[config.mk]
export PLATFORM = sky130hd
export DESIGN_NAME = cpu_interrupt_flag_control
export DESIGN_NICKNAME = d
export VERILOG_FILES = /design/src/hdl/flag_ctl_pkg.sv /design/src/hdl/cpu_interrupt_flag_control.sv
export SDC_FILE = /design/constraint.sdc
export NUM_CORES = 1
export LEC_CHECK = 0
export BUFFER_PORTS_ARGS = -buffer_cell sky130_fd_sc_hd__buf_4
export CAP_MARGIN = 20
export CORE_ASPECT_RATIO = 0.75
export CORE_MARGIN = 3
export CORE_UTILIZATION = 38
export DETAILED_ROUTE_END_ITERATION = 7
export GPL_TIMING_DRIVEN = 0
export HOLD_SLACK_MARGIN = 0.03
export PLACE_DENSITY = 0.92
export RECOVER_POWER = 100
export SETUP_SLACK_MARGIN = 0.15
export SYNTH_ARGS = -nofsm -noshare
export SYNTH_HDL_FRONTEND = slang
export SYNTH_SLANG_ARGS = --single-unit
[constraint.sdc]
create_clock -name core_clk -period 4.3 [get_ports core_clk]
set_input_delay 0.645 -clock core_clk [delete_from_list [all_inputs] [get_ports core_clk]]
set_output_delay 0.645 -clock core_clk [all_outputs]
set_load 0.02 [all_outputs]
[src/hdl/flag_ctl_pkg.sv]
// Purpose: Shared constants and types for the processor flag control block.
// Assumes: APB with 32-bit data, one aligned word per register.
// Notes:   Offsets are byte addresses.
package flag_ctl_pkg;

	// ==========================================================
	// Register map
	localparam logic [7:0] FLAG_OFS     = 8'h00;
	localparam logic [7:0] STATUS_OFS   = 8'h04;
	localparam logic [7:0] TRAP_OFS     = 8'h08;

	// ==========================================================
	// Field layout of the flag, trap and status registers
	localparam int ENABLE_BIT    = 0;
	localparam int STACK_SEL_BIT = 1;
	localparam int RSVD_BIT      = 2;
	localparam int PRIO_LSB      = 4;
	localparam int PRIO_W        = 3;
	localparam int TRAP_W        = 6;
	localparam int SW_VEC_LIMIT  = 32;
	localparam int STS_STICKY_BIT = 0;
	localparam int STS_LAST_BIT   = 1;

	localparam logic              ENABLE_RST    = 1'b0;
	localparam logic              STACK_SEL_RST = 1'b0;
	localparam logic [PRIO_W-1:0] PRIO_RST      = 3'h0;
	localparam logic [31:0]       RSVD_READ     = 32'h0;

	typedef struct packed
	{
		logic              valid;
		logic [PRIO_W-1:0] prio;
		logic              hardware;
	} irq_req_t;

	typedef struct packed
	{
		logic              enable;
		logic              stackSel;
		logic [PRIO_W-1:0] prio;
	} flags_t;

endpackage : flag_ctl_pkg

[src/hdl/cpu_interrupt_flag_control.sv]
// Purpose: Interrupt enable, stack-select and priority level flag logic.
// Assumes: Request and acknowledge inputs are synchronous to core_clk.
// Notes:   Software sees the flags over APB; the sequencer acknowledges.
`timescale 1ns/100ps

module cpu_interrupt_flag_control
	import flag_ctl_pkg::*;
(
	input  wire logic        core_clk,
	input  wire logic        nrst,
	input  wire logic        psel,
	input  wire logic        penable,
	input  wire logic        pwrite,
	input  wire logic [7:0]  paddr,
	input  wire logic [31:0] pwdata,
	output logic      [31:0] prdata,
	output logic             pready,
	output logic             pslverr,
	input  wire irq_req_t    irqReq,
	input  wire logic        irqAck,
	output logic             irqAccept,
	output logic             useUserStack
);

	// ==========================================================
	// Bus decode
	logic              enable_q;
	logic              stackSel_q;
	logic [PRIO_W-1:0] processor_priority_level_q;
	logic              accepted_q;
	logic              acceptSticky_q;
	logic              acceptSticky_d;
	logic              enable_d;
	logic              stackSel_d;
	logic [PRIO_W-1:0] prio_d;
	logic [31:0]       prdata_d;

	wire busWrite  = psel && penable && pwrite;
	wire busRead   = psel && !pwrite;
	wire hitFlag   = (paddr == FLAG_OFS);
	wire hitStatus = (paddr == STATUS_OFS);
	wire hitTrap   = (paddr == TRAP_OFS);
	wire hitAny    = hitFlag || hitStatus || hitTrap;
	wire flagWr    = busWrite && hitFlag;
	// A trap write stands for a software interrupt instruction.
	wire trapWr    = busWrite && hitTrap;
	wire trapLow   = trapWr && (pwdata[TRAP_W-1:0] < TRAP_W'(SW_VEC_LIMIT));

	// ==========================================================
	// Acceptance
	// strict priority compare
	wire prioAbove = irqReq.prio > processor_priority_level_q;
	wire acceptNow = irqReq.valid && enable_q && prioAbove;
	assign irqAccept = acceptNow;
	assign useUserStack = stackSel_q;

	// ==========================================================
	// Flag next state
	always_comb
	begin
		enable_d   = enable_q;
		stackSel_d = stackSel_q;
		prio_d     = processor_priority_level_q;
		if (flagWr)
		begin
			enable_d   = pwdata[ENABLE_BIT];
			stackSel_d = pwdata[STACK_SEL_BIT];
			prio_d     = pwdata[PRIO_LSB +: PRIO_W];
		end
		// Hardware events win over a software write in the same cycle.
		if (irqAck)
		begin
			enable_d = 1'b0;
		end
		if ((irqAck && irqReq.hardware) || trapLow)
		begin
			stackSel_d = 1'b0;
		end
	end

	// Accept-seen status is sticky; set wins over a clear by write.
	assign acceptSticky_d = acceptNow ? 1'b1 :
		((busWrite && hitStatus) ? 1'b0 : acceptSticky_q);

	always_ff @(posedge core_clk or negedge nrst)
	begin
		if (!nrst)
		begin
			enable_q                   <= ENABLE_RST;
			stackSel_q                 <= STACK_SEL_RST;
			processor_priority_level_q <= PRIO_RST;
			acceptSticky_q             <= 1'b0;
			accepted_q                 <= 1'b0;
		end
		else
		begin
			enable_q                   <= enable_d;
			stackSel_q                 <= stackSel_d;
			processor_priority_level_q <= prio_d;
			acceptSticky_q             <= acceptSticky_d;
			accepted_q                 <= acceptNow;
		end
	end

	// ==========================================================
	// Read path
	flags_t curFlags;
	assign curFlags = '{enable: enable_q, stackSel: stackSel_q,
		prio: processor_priority_level_q};

	// The reserved bit reads as zero, a legal choice for undefined.
	always_comb
	begin
		prdata_d = RSVD_READ;
		if (hitFlag)
		begin
			prdata_d[ENABLE_BIT]          = curFlags.enable;
			prdata_d[STACK_SEL_BIT]       = curFlags.stackSel;
			prdata_d[PRIO_LSB +: PRIO_W]  = curFlags.prio;
		end
		else if (hitStatus)
		begin
			prdata_d[STS_STICKY_BIT] = acceptSticky_q;
			prdata_d[STS_LAST_BIT]   = accepted_q;
		end
	end

	always_ff @(posedge core_clk or negedge nrst)
	begin
		if (!nrst)
			prdata <= RSVD_READ;
		else if (busRead && !penable)
			prdata <= prdata_d;
	end

	// One wait-free access: data is latched in setup, ready in access.
	assign pready  = 1'b1;
	assign pslverr = psel && penable && !hitAny;
endmodule : cpu_interrupt_flag_control

==> results.ini <==
[status]
status = completed

[clocking]
postCtsSetupBuffers = 0
cts-root-buf = clkbuf_4
clk_path_buf_depth = 2
cts_resized = 0
cts_hold_buf = 0
numClockSinks = 12
cts_tree = built
cts_buffers = 3
clock_latency_ns = 0.29
clk_transition_reported_paths_ns = 0.08
h-tree-depth = 1

[synthesis]
async_reset_ff_share_pct = 100.0
yosys.area.top_type = dfrtp_1
netlist-cell-type-count = 29
netlist_top_cells_area = dfrtp_1, buf_4, ha_1, a22o_1, inv_1
yosysMostFrequentCell = buf_4
avgSynthCellArea_um2 = 9.625
ys_top_cells_by_count = buf_4, dfrtp_1, inv_1, nand2_1, o21ai_0
synth_area_um2 = 875.8
synth_cells = 91
ys_warn_count = 0
synth_ff_type = dfrtp_1
synth_top_area_share_pct = 34.29
synth-edff-count = 0
synth-seq-area-share_pct = 34.29
synth_seq_cells = 12

[floorplan]
die_area_mm2 = 0.002923
core_mm2 = 0.002102
rows = 14
start_util_pct = 41.67
chipWidth_um = 61.44
die_h_um = 47.58
ioPinCount = 87

[final_layout]
fillers = 199
n_antenna_cell = 0
stdcell_area_mm2 = 0.001196
synthToLayoutAreaGrowth_pct = 36.57
utilization_pct = 56.90
num-nets-final = 207
layout-drive-gt1-share_pct = 38.82

[drt]
drt_iter0_markers = 5
ant_nets = 0
wl_um = 2212
drc = 0
first_pass_iters = 5
drt-wirelength-per-cell_um = 12.57
via_per_inst = 4.301
vias = 757

[setup_path]
crit_chain = clkbuf_4, or4_1, or2_2, a21o_1, and3_1, clkbuf_1
critPathMaxStageDelay_ns = 0.61
critPathKind = input pin to output port
endpoint_kind = output port
cp_max_fo = 4
cp_slowest_cell = or4_1
worstPathArrival_ns = 2.21
path_delay_family = simple AND/OR/NAND/NOR gates
cp.required_ns = 3.65
start_kind = input pin
cp.buffers_inverters = 2
critical_path.reg2reg.startpoint = processor_priority_level_q[1]
crit_start = paddr[5]

[sta]
finalMaxSlewViolations = 0
timing.fmax_mhz = 350.3
fin_crit_sh_pct = 66.39
rsz0062_at_grt = false
finalSetupViolCount = 0
worst_slew_pin_slew_ns = 1.034
setup_ws_ns = 1.445
relSlewSlack_pct = 30.44
clock-skew-final_ns = 0.001091
report.final.hold_viol_count = 0
period_needed_ns = 2.855
tns_ns = 0

[place]
gp_congestion = 0.7408
place_area_mm2 = 0.001236
dpl.hpwl_um = 1882
dp_worst_setup_slack_ns = 1.512
io_buffers = 31

[power]
irDropWorstVdd_mv = 0.1479
p_leak_nw = 0.6522
powerDensity_mw_per_mm2 = 234.2

[min_path]
hold_class = input pin to async pin

[grt]
grt_pass1_vias = 663
grt_pass1_wl_um = 3146
grt.overflow.total = 0
antenna_found_initial = 0
grt_max_degree = 13
track_usage_pct = 16.06

[flow_run]
maxCapViolations = 0

layer usage:
layer,global-route usage [%],vias to the layer above,routed length [µm]
li1,-,375,-
met1,17.46,345,832
met2,26.79,32,1162
met3,7.008,5,172
met4,8.898,0,44
met5,0,-,0
cells by family after synthesis:
kind of cell,after synthesis,share of synthesized area [%]
DFF,12,34.29
buffers and inverters,35,27.00
muxes,3,3.571
other,2,0.8575
adders and majority gates,3,4.286
AOI/OAI and AO/OA,12,11.29
and+or+nand+nor,24,18.71
metrics by stage:
step / hold WS, ns / total power [W] / instances
3_5_place_dp: 0.4797 / 0.0001897 / 172
6_report: 0.3460 / 0.0002801 / 176
4_1_cts: 0.1752 / 0.0002837 / 176
3_3_place_gp: 0.4762 / 0.0001875 / 172
2_1_floorplan: 0.3494 / 0.0001665 / 117
5_1_grt: 0.3929 / 0.0002931 / 176
cell usage in the layout (no fill, tap or decap), types with 2 or more instances in the layout:
cell type,Yosys,final
o311ai_0,0,2
nor4_1,1,3
nand3_1,3,3
mux2i_1,2,2
clkbuf_4,0,6
o21ai_0,4,4
or2_2,3,3
nand2_1,6,6
buf_4,28,47
a22o_1,3,3
conb_1,2,28
dfrtp_1,12,12
inv_1,6,6
ha_1,3,3
nor2b_1,2,2
clkbuf_1,1,10
final timing paths:
kind / endpoint / slack [ns] / cells after the start
max in group asynchronous: processor_priority_level_q[2] / 3.55 / 1
setup reg to reg: acceptSticky_q / 2.96 / 6
min in group core_clk: prdata[5] / 0.50 / 1
setup / recovery: pslverr / 1.45 / 6
hold reg to reg: prdata[5] / 0.50 / 1
hold / removal: prdata[0] / 0.35 / 1
report_power, final:
| group | internal (W) | leakage (nW) | switching [W] |
|---|---|---|---|
| logic | 0.0000339 | 0.474 | 0.0000383 |
| clock network | 0.0000517 | 0.0210 | 0.0000423 |
| registers | 0.000113 | 0.158 | 0.000000481 |
| total | 0.000199 | 0.652 | 0.0000811 |
flip-flops by register name, summed over array words and instances (netlist names):
signal                      count
useUserStack                    1
prdata                          5
enable_q                        1
acceptSticky_q                  1
accepted_q                      1
processor_priority_level_q      3
layout make-up:
type                            instances  area, µm²  share of cell area (%)
Buffer                                 29      214.0                   17.89
Sequential cell                        12      300.3                   25.10
Inverter                                6      22.52                   1.883
Multi-Input combinational cell         70      394.1                   32.95
Tap cell                               24      30.03                   2.510
Timing Repair Buffer                   31      198.9                   16.63
Clock buffer                            4      36.28                   3.033
No activity file was read; power rests on OpenSTA's default activity.
